===== src/pkg/out_two_defs.vh =====
`ifndef OUT_TWO_DEFS_VH
`define OUT_TWO_DEFS_VH

// ----------------------------------------
// Register indices and byte addresses
// ----------------------------------------
`define CFG_A_IDX       8'h6C
`define CFG_B_IDX       8'h6D
`define CFG_A_ADDR      32'h000001B0
`define CFG_B_ADDR      32'h000001B4
`define STAT_ADDR       32'h00000200

// ----------------------------------------
// Reset values and writable masks
// ----------------------------------------
`define CFG_A_RESET     8'h20
`define CFG_B_RESET     8'h20
`define CFG_A_WMASK     8'hFF
`define CFG_B_WMASK     8'hFD

// ----------------------------------------
// Field positions
// ----------------------------------------
`define DRV_HI          7
`define DRV_LO          6
`define LVL_HI          5
`define LVL_LO          3
`define IMP_BIT         2
`define STYLE_BIT       1
`define RSVD_BIT        1
`define LOW_BIT         0

// ----------------------------------------
// Level codes and output source codes
// ----------------------------------------
`define LVL_P12         3'h2
`define LVL_P6          3'h3
`define LVL_0           3'h4
`define LVL_M6          3'h5
`define LVL_M12         3'h6
`define SRC_DAC         3'h1
`define SRC_BYP         3'h2
`define SRC_MIX         3'h3

// ----------------------------------------
// Status register bits
// ----------------------------------------
`define ST_POS_RSVD     0
`define ST_NEG_RSVD     1
`define ST_POS_MISUSE   2
`define ST_NEG_MISUSE   3
`define ST_RSVD_WR      4

`endif


===== src/core/cfg_byte_reg.v =====
`timescale 1ns/1ns
`default_nettype none

module cfg_byte_reg #(
    parameter [7:0] RESET_VAL = 8'h00,
    parameter [7:0] WMASK     = 8'hFF
) (
    input  wire       hclk,     // Bus clock
    input  wire       hresetn,  // Async reset, active low
    input  wire       ce,       // Clock enable
    input  wire       we,       // Write strobe
    input  wire [7:0] wdata,    // Write byte
    output wire [7:0] q_next,   // Value after this edge
    output reg  [7:0] q         // Stored value
);

    // Read-only bits keep their reset value whatever is written
    assign q_next = we ? ((wdata & WMASK) | (q & ~WMASK)) : q;

    always @(posedge hclk or negedge hresetn) begin
        if (!hresetn) begin
            q <= RESET_VAL;
        end else if (ce) begin
            q <= q_next;
        end
    end

endmodule

`default_nettype wire


===== src/core/output_two_config_regs.v =====
// Functional notes
// The first config register lives at index 0x6C and resets to 0x20.
// The second config register lives at index 0x6D and resets to 0x20.
// First register bits 7:6 pick the positive pin driver: line, headphone, 4 ohm, FD receiver.
// Second register bits 7:6 pick the negative pin driver with the same codes, reset zero.
// First register bits 5:3 set the positive level: 2=+12,3=+6,4=0,5=-6,6=-12 dB, rest reserved.
// Second register bits 5:3 set the negative level with the same codes.
// Software uses +12 dB only when the output source is bypass only.
// Software uses +6 and -6 dB only with bypass or mixed source.
// Software uses -12 dB only with bypass or mixed source and the 4.4 kohm bypass impedance.
// First register bit 2 picks the negative bypass impedance, 0 is 4.4k and 1 is 20k.
// Second register bit 2 picks the positive bypass impedance, 0 is 4.4k and 1 is 20k.
// First register bit 1 picks differential (0) or single-ended (1) bypass input.
// First register bit 0 picks the second DAC channel bandwidth, 24 kHz or 96 kHz.
// Second register bit 0 picks AC-only (0) or AC/DC (1) coupling tolerance.
// Second register bit 1 is reserved, reads zero and is never written.
// Output source codes are 1 DAC, 2 bypass, 3 mix, 4 and 5 independent routing.
// Both registers read back their fields and writes touch nothing else; a second register write with bit 1 set also sets status bit 4.
//
// The implementer's own choice: the AHB-Lite register port.
`timescale 1ns/1ns
`default_nettype none
`include "out_two_defs.vh"

module output_two_config_regs (
    input  wire        hclk,                           // Bus clock, 25 MHz
    input  wire        hresetn,                        // Async reset, active low
    input  wire        ce,                             // Clock enable, freezes state
    input  wire        hsel,                           // Slave select
    input  wire [31:0] haddr,                          // Byte address
    input  wire [1:0]  htrans,                         // Transfer type
    input  wire        hwrite,                         // Write when high
    input  wire [2:0]  hsize,                          // Transfer size
    input  wire [31:0] hwdata,                         // Write data
    input  wire        hready,                         // Bus ready in
    output wire        hreadyout,                      // Slave ready
    output wire        hresp,                          // Always OKAY
    output reg  [31:0] hrdata,                         // Read data
    input  wire [2:0]  output_source_select,           // Source code from its register
    input  wire        first_neg_bypass_impedance,     // First pair impedance bit
    output wire [1:0]  pos_pin_driver_type,            // Positive pin driver code
    output wire [1:0]  neg_pin_driver_type,            // Negative pin driver code
    output wire [2:0]  pos_pin_level,                  // Positive pin level code
    output wire [2:0]  neg_pin_level,                  // Negative pin level code
    output wire        neg_bypass_impedance,           // 1 = 20 kohm
    output wire        pos_bypass_impedance,           // 1 = 20 kohm
    output wire        bypass_input_style,             // 1 = single-ended
    output wire        second_chan_bandwidth,          // 1 = 96 kHz band
    output wire        second_chan_coupling_tolerance, // 1 = AC or DC coupled
    output reg  [3:0]  pos_drive_sel,                  // One-hot positive driver
    output reg  [3:0]  neg_drive_sel,                  // One-hot negative driver
    output reg  [4:0]  pos_level_db,                   // Signed dB, zero if reserved
    output reg  [4:0]  neg_level_db                    // Signed dB, zero if reserved
);

    // ----------------------------------------
    // Decoding functions
    // ----------------------------------------
    function lane0_hit;
        input [2:0] size;
        input [1:0] low;
        begin
            case (size)
                3'h0: lane0_hit = (low == 2'h0);
                3'h1: lane0_hit = (low[1] == 1'b0);
                default: lane0_hit = 1'b1;
            endcase
        end
    endfunction

    function [3:0] drive_onehot;
        input [1:0] code;
        begin
            drive_onehot = 4'h1 << code;
        end
    endfunction

    function [4:0] level_to_db;
        input [2:0] code;
        begin
            case (code)
                `LVL_P12: level_to_db = 5'h0C;
                `LVL_P6:  level_to_db = 5'h06;
                `LVL_0:   level_to_db = 5'h00;
                `LVL_M6:  level_to_db = 5'h1A;
                `LVL_M12: level_to_db = 5'h14;
                default:  level_to_db = 5'h00;
            endcase
        end
    endfunction

    function level_reserved;
        input [2:0] code;
        begin
            level_reserved = (code < `LVL_P12) || (code > `LVL_M12);
        end
    endfunction

    // Level code against the source currently selected
    function level_allowed;
        input [2:0] code;
        input [2:0] src;
        input       imp;
        reg         byp_or_mix;
        begin
            byp_or_mix = (src == `SRC_BYP) || (src == `SRC_MIX);
            case (code)
                `LVL_P12: level_allowed = (src == `SRC_BYP);
                `LVL_P6:  level_allowed = byp_or_mix;
                `LVL_0:   level_allowed = 1'b1;
                `LVL_M6:  level_allowed = byp_or_mix;
                `LVL_M12: level_allowed = byp_or_mix && !imp;
                default:  level_allowed = 1'b0;
            endcase
        end
    endfunction

    // ----------------------------------------
    // Address phase capture
    // ----------------------------------------
    reg        dph_valid_q;
    reg        dph_write_q;
    reg        dph_lane0_q;
    reg [31:0] dph_addr_q;

    wire addr_phase = ce && hsel && hready && htrans[1];

    always @(posedge hclk or negedge hresetn) begin
        if (!hresetn) begin
            dph_valid_q <= 1'b0;
            dph_write_q <= 1'b0;
            dph_lane0_q <= 1'b0;
            dph_addr_q  <= 32'h00000000;
        end else if (ce) begin
            if (hready) begin
                dph_valid_q <= addr_phase;
                dph_write_q <= hwrite;
                dph_lane0_q <= lane0_hit(hsize, haddr[1:0]);
                dph_addr_q  <= haddr;
            end
        end
    end

    // Zero wait states; a low enable stalls the master instead of losing data
    assign hreadyout = ce;
    assign hresp     = 1'b0;

    // ----------------------------------------
    // Write strobes
    // ----------------------------------------
    wire wr_go = dph_valid_q && dph_write_q && dph_lane0_q;
    wire we_a  = wr_go && (dph_addr_q == `CFG_A_ADDR);
    wire we_b  = wr_go && (dph_addr_q == `CFG_B_ADDR);
    wire we_st = wr_go && (dph_addr_q == `STAT_ADDR);

    // ----------------------------------------
    // Configuration registers
    // ----------------------------------------
    wire [7:0] cfg_a_q;
    wire [7:0] cfg_a_nx;
    wire [7:0] cfg_b_q;
    wire [7:0] cfg_b_nx;

    cfg_byte_reg #(
        .RESET_VAL (`CFG_A_RESET),
        .WMASK     (`CFG_A_WMASK)
    ) u_cfg_a (
        .hclk      (hclk),
        .hresetn   (hresetn),
        .ce        (ce),
        .we        (we_a),
        .wdata     (hwdata[7:0]),
        .q_next    (cfg_a_nx),
        .q         (cfg_a_q)
    );

    // Bit 1 is masked off, so it always reads its reset zero
    cfg_byte_reg #(
        .RESET_VAL (`CFG_B_RESET),
        .WMASK     (`CFG_B_WMASK)
    ) u_cfg_b (
        .hclk      (hclk),
        .hresetn   (hresetn),
        .ce        (ce),
        .we        (we_b),
        .wdata     (hwdata[7:0]),
        .q_next    (cfg_b_nx),
        .q         (cfg_b_q)
    );

    // ----------------------------------------
    // Field outputs
    // ----------------------------------------
    assign pos_pin_driver_type = cfg_a_q[`DRV_HI:`DRV_LO];
    assign neg_pin_driver_type = cfg_b_q[`DRV_HI:`DRV_LO];
    assign pos_pin_level       = cfg_a_q[`LVL_HI:`LVL_LO];
    assign neg_pin_level       = cfg_b_q[`LVL_HI:`LVL_LO];
    assign neg_bypass_impedance           = cfg_a_q[`IMP_BIT];
    assign pos_bypass_impedance           = cfg_b_q[`IMP_BIT];
    assign bypass_input_style             = cfg_a_q[`STYLE_BIT];
    assign second_chan_bandwidth          = cfg_a_q[`LOW_BIT];
    assign second_chan_coupling_tolerance = cfg_b_q[`LOW_BIT];

    // ----------------------------------------
    // Registered decodes per pin
    // ----------------------------------------
    wire [7:0] pin_cfg [0:1];
    wire [3:0] sel_w   [0:1];
    wire [4:0] db_w    [0:1];

    assign pin_cfg[0] = cfg_a_q;
    assign pin_cfg[1] = cfg_b_q;

    genvar gp;
    generate
        for (gp = 0; gp < 2; gp = gp + 1) begin : g_pin
            assign sel_w[gp] = drive_onehot(pin_cfg[gp][`DRV_HI:`DRV_LO]);
            assign db_w[gp]  = level_to_db(pin_cfg[gp][`LVL_HI:`LVL_LO]);
        end
    endgenerate

    // Decodes trail the fields by one cycle
    always @(posedge hclk or negedge hresetn) begin
        if (!hresetn) begin
            pos_drive_sel <= 4'h1;
            neg_drive_sel <= 4'h1;
            pos_level_db  <= 5'h00;
            neg_level_db  <= 5'h00;
        end else if (ce) begin
            pos_drive_sel <= sel_w[0];
            neg_drive_sel <= sel_w[1];
            pos_level_db  <= db_w[0];
            neg_level_db  <= db_w[1];
        end
    end

    // ----------------------------------------
    // Level checks against the source mode
    // ----------------------------------------
    // The device cannot refuse a bad level; it only reports it to software
    wire src_known = (output_source_select >= `SRC_DAC) &&
                     (output_source_select <= 3'h5);
    wire pos_rsvd  = level_reserved(pos_pin_level);
    wire neg_rsvd  = level_reserved(neg_pin_level);
    wire pos_bad   = !src_known ||
                     !level_allowed(pos_pin_level, output_source_select,
                                    first_neg_bypass_impedance);
    wire neg_bad   = !src_known ||
                     !level_allowed(neg_pin_level, output_source_select,
                                    first_neg_bypass_impedance);

    // ----------------------------------------
    // Status register
    // ----------------------------------------
    reg  [3:0] live_q;
    reg        rsvd_wr_q;
    wire       rsvd_wr_set = we_b && hwdata[`RSVD_BIT];
    wire       rsvd_wr_clr = we_st && hwdata[`ST_RSVD_WR];

    always @(posedge hclk or negedge hresetn) begin
        if (!hresetn) begin
            live_q    <= 4'h0;
            rsvd_wr_q <= 1'b0;
        end else if (ce) begin
            live_q    <= {neg_bad, pos_bad, neg_rsvd, pos_rsvd};
            // A new offending write beats a clear in the same cycle
            if (rsvd_wr_set) begin
                rsvd_wr_q <= 1'b1;
            end else if (rsvd_wr_clr) begin
                rsvd_wr_q <= 1'b0;
            end
        end
    end

    wire [31:0] stat_word = {21'h00000, output_source_select, 3'h0,
                             rsvd_wr_q, live_q};

    // ----------------------------------------
    // Read data
    // ----------------------------------------
    // Config register reads see the value a write in the previous data phase just made
    reg [31:0] rd_mux;

    always @* begin
        case (haddr)
            `CFG_A_ADDR: rd_mux = {24'h000000, cfg_a_nx};
            `CFG_B_ADDR: rd_mux = {24'h000000, cfg_b_nx};
            `STAT_ADDR:  rd_mux = stat_word;
            default:     rd_mux = 32'h00000000;
        endcase
    end

    always @(posedge hclk or negedge hresetn) begin
        if (!hresetn) begin
            hrdata <= 32'h00000000;
        end else if (addr_phase && !hwrite) begin
            hrdata <= rd_mux;
        end
    end

endmodule

`default_nettype wire


===== config.mk =====
export PLATFORM = sky130hd
export DESIGN_NAME = output_two_config_regs
export DESIGN_NICKNAME = d
export VERILOG_FILES = /design/src/core/cfg_byte_reg.v /design/src/core/output_two_config_regs.v
export VERILOG_INCLUDE_DIRS = /design/src /design/src/pkg
export SDC_FILE = /design/constraint.sdc
export NUM_CORES = 1
export LEC_CHECK = 0
export BUFFER_PORTS_ARGS = -buffer_cell sky130_fd_sc_hd__buf_2
export CAP_MARGIN = 20
export CORE_MARGIN = 1
export CORE_UTILIZATION = 54
export CTS_BUF_LIST = sky130_fd_sc_hd__clkbuf_16
export CTS_CLUSTER_SIZE = 25
export DETAILED_ROUTE_END_ITERATION = 10
export GPL_ROUTABILITY_DRIVEN = 0
export GPL_TIMING_DRIVEN = 0
export PLACE_DENSITY = 0.95
export SLEW_MARGIN = 20
export SYNTH_ARGS = -nofsm -noshare
export SYNTH_HDL_FRONTEND = slang
export SYNTH_SLANG_ARGS = --single-unit

===== constraint.sdc =====
create_clock -name hclk -period 6.87 [get_ports hclk]
set_input_delay 1.374 -clock hclk [delete_from_list [all_inputs] [get_ports hclk]]
set_output_delay 1.374 -clock hclk [all_outputs]
set_load 0.02 [all_outputs]

# Yosys cells after proc, flatten, opt, wreduce, memory -nomap -nowiden

Index checks and enable logic that the tools add are counted.

Register bits: 106
Input port bits: 79
Output and inout port bits: 67
Logic and storage cells: 82

Magnitude comparators: 6
Equal/unequal tests: 19
Shift-type cells: 2
Mux-type cells: 10
Bitwise gates (word level): 2
Reductions and logical operators: 30

Operators with widths:

| cell                 | number |
|---|---|
| $eq 32x9->1 const B  | 4 |
| $eq 32x10->1 const B | 2 |
| $pmux 5 s4           | 2 |
| $pmux 11 s3          | 1 |
| $eq 3x2->1 const B   | 6 |
| $eq 3x3->1 const B   | 6 |
| $mux 8               | 2 |
| $logic_and 1x1->1    | 13 |
| $or 8x2->8           | 1 |
| $pmux 1 s4           | 2 |
| $shl 1x2->4 const A  | 2 |
| $gt 3x3->1 const B   | 2 |
| $lt 3x2->1 const B   | 2 |
| $logic_not 1->1      | 5 |
| $logic_or 1x1->1     | 5 |
| $reduce_and 2->1     | 2 |
| $reduce_or 2->1      | 2 |
| $eq 3x1->1 const B   | 1 |
| $ge 3x1->1 const B   | 1 |
| $le 3x3->1 const B   | 1 |
| $logic_not 3->1      | 1 |
| $logic_not 2->1      | 1 |
| $mux 1               | 2 |
| $pmux 1 s2           | 1 |
| other kinds (2)      | 2 |

# Logic depth before layout (Yosys ltp)

Word-level depth: 6
Mapped depth: 7
Gate-level depth less buffers: 6

# Modules after synthesis

From an unflattened synthesis, not the netlist that was laid out.

Cells, all modules: 358
Area, all modules: 4,116.4 um^2

Modules (own cells, without submodules):

| module                 | times used | cells an instance | area each (um^2) | seq. area each (um^2) |
|---|---|---|---|---|
| output_two_config_regs | 1          | 306               | 3,263.1          | 1,679.1 |
| cfg_byte_reg (u_cfg_a) | 1          | 26                | 442.9            | 201.4 |
| cfg_byte_reg (u_cfg_b) | 1          | 26                | 410.4            | 176.4 |

# Worst setup path after synthesis

OpenSTA, ideal clock, no wires.

Kind: input-to-reg
Start: in haddr[12]
End: reg hrdata[3]
Data arrival time: 3.059 ns
Slack: 3.725 ns
Stages on the path: 5
Path buffers: 0
Cells stage by stage: or4_4 > or4_4 > nor4_4 > nand2_1 > o211ai_1

Word-level cells in the longest chain between the ends: 2

RTL lines:

| element                                     | RTL line                     | source |
|---|---|---|
| from (decl)                                 | output_two_config_regs.v:30  | `input wire [31:0] haddr,` |
| $eq 32x10->1 or $eq 32x9->1 (tied branches) | output_two_config_regs.v:285 | `case (haddr)` |
| $pmux 11 s3 (*)                             | output_two_config_regs.v:285 |  |
| to (signal assigned)                        | output_two_config_regs.v:297 | `hrdata <= rd_mux;` |
| to (decl)                                   | output_two_config_regs.v:38  | `output reg [31:0] hrdata,` |

Mark *: on every way between the ends. The rest lies on a longest branch, timed or not.
A chain may end at the register's enable or synchronous reset.

# Final worst setup path

Start: in haddr[12]
End: reg hrdata[4]

The elaborated chain is that of the path after synthesis.

==> summary.md <==
| Metric | Value |
|---|---|
| Post-CTS setup buffers | `0` |
| Fin crit share | `0.464` |
| R2R cell count | `5` |
| Avg WL per Cell | `around 17 um` |
| Initial antenna violation count | `0` |
| Pin count of the biggest net entering global routing | `43` |
| CTS Buffer Depth | `2` |
| Highest Clock Rate | `between 300 and 400 MHz` |
| DR iter-0 viols | `328` |
| Cts bufs inserted | `9` |
| Post-synth EDFFs | `0` |
| Vias/cell | `5.70` |
| Min Clock Period, post-route | `roughly 3200 ps` |
| CTS tree | `yes` |
| CP startpoint kind | `primary input` |
| Gate Count Post-Synth | `377` |
| DRC | `0` |
| Antenna Cells | `0` |
| Sequential fraction of the synthesis area | `0.503` |
| Post-cts resize count | `0` |
| Setup Crit Path Kind | `primary input to flip-flop` |
| Total grt overflow | `0` |
| Share of post-route cells with drive strength above 1 | `0.404` |
| Final WL | `10.1 mm` |
| Power Dens Cells | `~220 nW/um^2` |
| Global Route Usage Sum | `0.276` |
| Yosys Warn Count | `0` |
| Crit path cell chain | `buf_2 -> or4_4 -> or4_4 -> nor4_4 -> nand3_1 -> mux2i_1 -> a211o_2` |
| Sink Count | `82` |
| Worst-path fanout max | `7` |
| Number of global-route vias before repair | `3434` |
| Crit path arrival time | `3460 ps` |
| Setup TNS | `0 ps` |
| Clk root buf | `clkbuf_16` |
| Final Hold Vio Count | `0` |
| Final Hold Slack | `500 ps` |
| Post-DRT Antenna Nets | `0` |
| RR Startpoint | `dph_addr_q[1]$_DFFE_PN0P_` |
| R2R setup slack | `4250 ps` |
| CP Capture Type | `flip-flop` |
| Die footprint | `7920 um^2` |
| Final core occ | `0.697` |
| Depth of the worst hold-timing path | `1` |
| Hold Path End | `hrdata[10]$_DFFE_PN0P_` |
| FFs w/ async S/R, synth | `1.00` |
| Worst-Skew Late Latency | `330 ps` |
| Core ar. | `~7300 um^2` |
| Yosys cell types | `45` |
| Most frequent CP cell | `or4_4` |
| RSZ-0062 raised after global routing | `no` |
| Critical R2R Capture | `hrdata[4]$_DFFE_PN0P_` |
| # setup viols final | `0` |
| Clock slew at reported path FFs | `60 ps` |
| Worst IR Drop VDD | `0.143 mV` |
| Htree depth | `3` |
| Slowest library cell on the worst path | `or4_4` |
| Synthesized cell area | `4090 um^2` |
| Chip Width | `89.0 um` |
| Row count | `31` |
| Outcome | `complete, no violations` |
| Ys flop type | `dfrtp_1` |
| Initial core utilization | `0.560` |
| I/O pins | `~150` |
| CP max stage delay | `600 ps` |
| Slew @ Worst Pin | `770 ps` |
| Hold Buf Count CTS | `0` |
| Max capacitance violation total | `0` |
| Avg Cell Area, Syn | `10.8 um^2` |
| Via count | `3489` |
| Chip Height | `89.0 um` |
| Critical Path RT | `7150 ps` |
| Dpl hpwl | `approximately 7.5 mm` |
| Area delta synth->final | `24.5%` |
| Clock skew | `6.45 ps` |
| Max_slew headroom | `0.485` |
| Drt pass-1 iters | `5` |
| Hold Path Class | `flip-flop to flip-flop` |
| Hold path start | `hrdata[10]$_DFFE_PN0P_` |
| IO buf count | `96` |
| Net count reported at finish | `587` |
| Max-slew violation count | `0` |
| Count of state elements after synthesis | `82` |
| First-pass GRT wire length | `16.3 mm` |
| Leak | `2.44 nW` |
-- kinds of logic (layout without fill, tap and decap cells) --
logic type,count (synthesis),count (layout),synth area share
AOI/OAI and AO/OA,55,55,0.0857
xor gates and xnor gates,4,4,0.00857
buffers and inverters,57,170,0.0759
DFF,82,82,0.503
muxes,62,62,0.169
other,1,24,0.000918
and+or+nand+nor,116,116,0.157
-- flip-flops by register name, indices dropped and copies added (netlist names), 4 cells and up --
signal and flops:
dph_addr_q 32, hrdata 11, live_q 4, neg_drive_sel 4, neg_level_db 4, pos_drive_sel 4, pos_level_db 4, u_cfg_a.q 8
u_cfg_b.q 7
-- area by class of cell --
type | count | area [um^2]
clock inverters | 7 | 61.3
plain buffers | 42 | 254
well taps | 99 | 124
repair buffers | 97 | 503
clock buffers | 9 | 225
flip-flops and latches | 82 | 2060
fillers | 556 | 2210
inverters | 15 | 56.3
multi-input cells | 261 | 1810
-- metal layers --
layer / global-route usage / up-vias / wire length (um)
li1: - / 1565 / -
met1: 0.320 / 1668 / 3790
met2: 0.484 / 221 / 5250
met3: 0.0776 / 35 / 860
met4: 0.114 / 0 / 229
met5: 0 / - / 0
-- worst max-delay path: cells and delay by family --
kind                   cells  cell delay (ps)
and+or+nand+nor            4             1680
muxes                      1              180
AOI/OAI and AO/OA          1              120
buffers and inverters      1              100
-- cell usage after synthesis, drive strengths merged, types with 2 or more instances --
cell | count | share of area
nand4 | 2 | 0.0031
nor3b | 2 | 0.0037
o21ai | 23 | 0.028
buf | 28 | 0.049
a211o | 3 | 0.0073
or3 | 3 | 0.0046
a22o | 3 | 0.0064
nand3b | 7 | 0.013
nor4 | 14 | 0.027
or4 | 3 | 0.0073
o21a | 2 | 0.0037
o211ai | 6 | 0.011
dfrtp | 78 | 0.48
mux2i | 7 | 0.017
and3 | 4 | 0.0061
nand2 | 29 | 0.027
nor3 | 8 | 0.0098
nand3 | 21 | 0.026
a22oi | 4 | 0.0073
xor2 | 4 | 0.0086
clkbuf | 14 | 0.013
a21oi | 8 | 0.0098
nor2 | 16 | 0.015
dfstp | 4 | 0.026
inv | 15 | 0.014
mux2 | 55 | 0.15
-- how the worst max path moves through the flow --
| stage | start | end | slack [ps] | depth (start not counted) |
|---|---|---|---|---|
| final | haddr[12] | hrdata[4]$_DFFE_PN0P_ | 3680 | 7 |
| after global routing | ce | hrdata[5]$_DFFE_PN0P_ | 3540 | 7 |
| after CTS | ce | hreadyout | 3700 | 3 |
| after detailed placement | haddr[12] | hrdata[5]$_DFFE_PN0P_ | 3390 | 6 |
| after global placement | haddr[12] | hrdata[3]$_DFFE_PN0P_ | 3430 | 6 |
| after floorplan | haddr[12] | hrdata[3]$_DFFE_PN0P_ | 3720 | 5 |
-- layout by cell type (no fill, tap or decap), drive strengths merged, types with 3 or more instances in the layout --
master and n:
buf 125, dfrtp 78, mux2 55, nand2 29
conb 24, o21ai 23, clkbuf 23, nand3 21
inv 16, nor2 16, nor4 14, nor3 8
a21oi 8, nand3b 7, mux2i 7, o211ai 6
clkinv 5, and3 4, a22oi 4, xor2 4
dfstp 4, or3 3, a22o 3, a211o 3
or4 3
-- metrics by stage --
step	instances	area (um^2)	setup WS, ps	power [mW]
global placement	595	4780	3430	0.647
global route	612	5090	3540	1.15
finish	612	5090	3680	1.11
floorplan	400	4170	3720	0.606
CTS	612	5090	3700	1.12
detailed placement	596	4800	3390	0.657
-- report_power, final --
group | internal [mW] | leakage (nW) | switching (mW) | total [mW]
logic | 0.0542 | 1.27 | 0.0610 | 0.115
clock network | 0.277 | 0.148 | 0.187 | 0.464
registers | 0.514 | 1.03 | 0.0198 | 0.534
No activity file was read; power rests on OpenSTA's default activity.
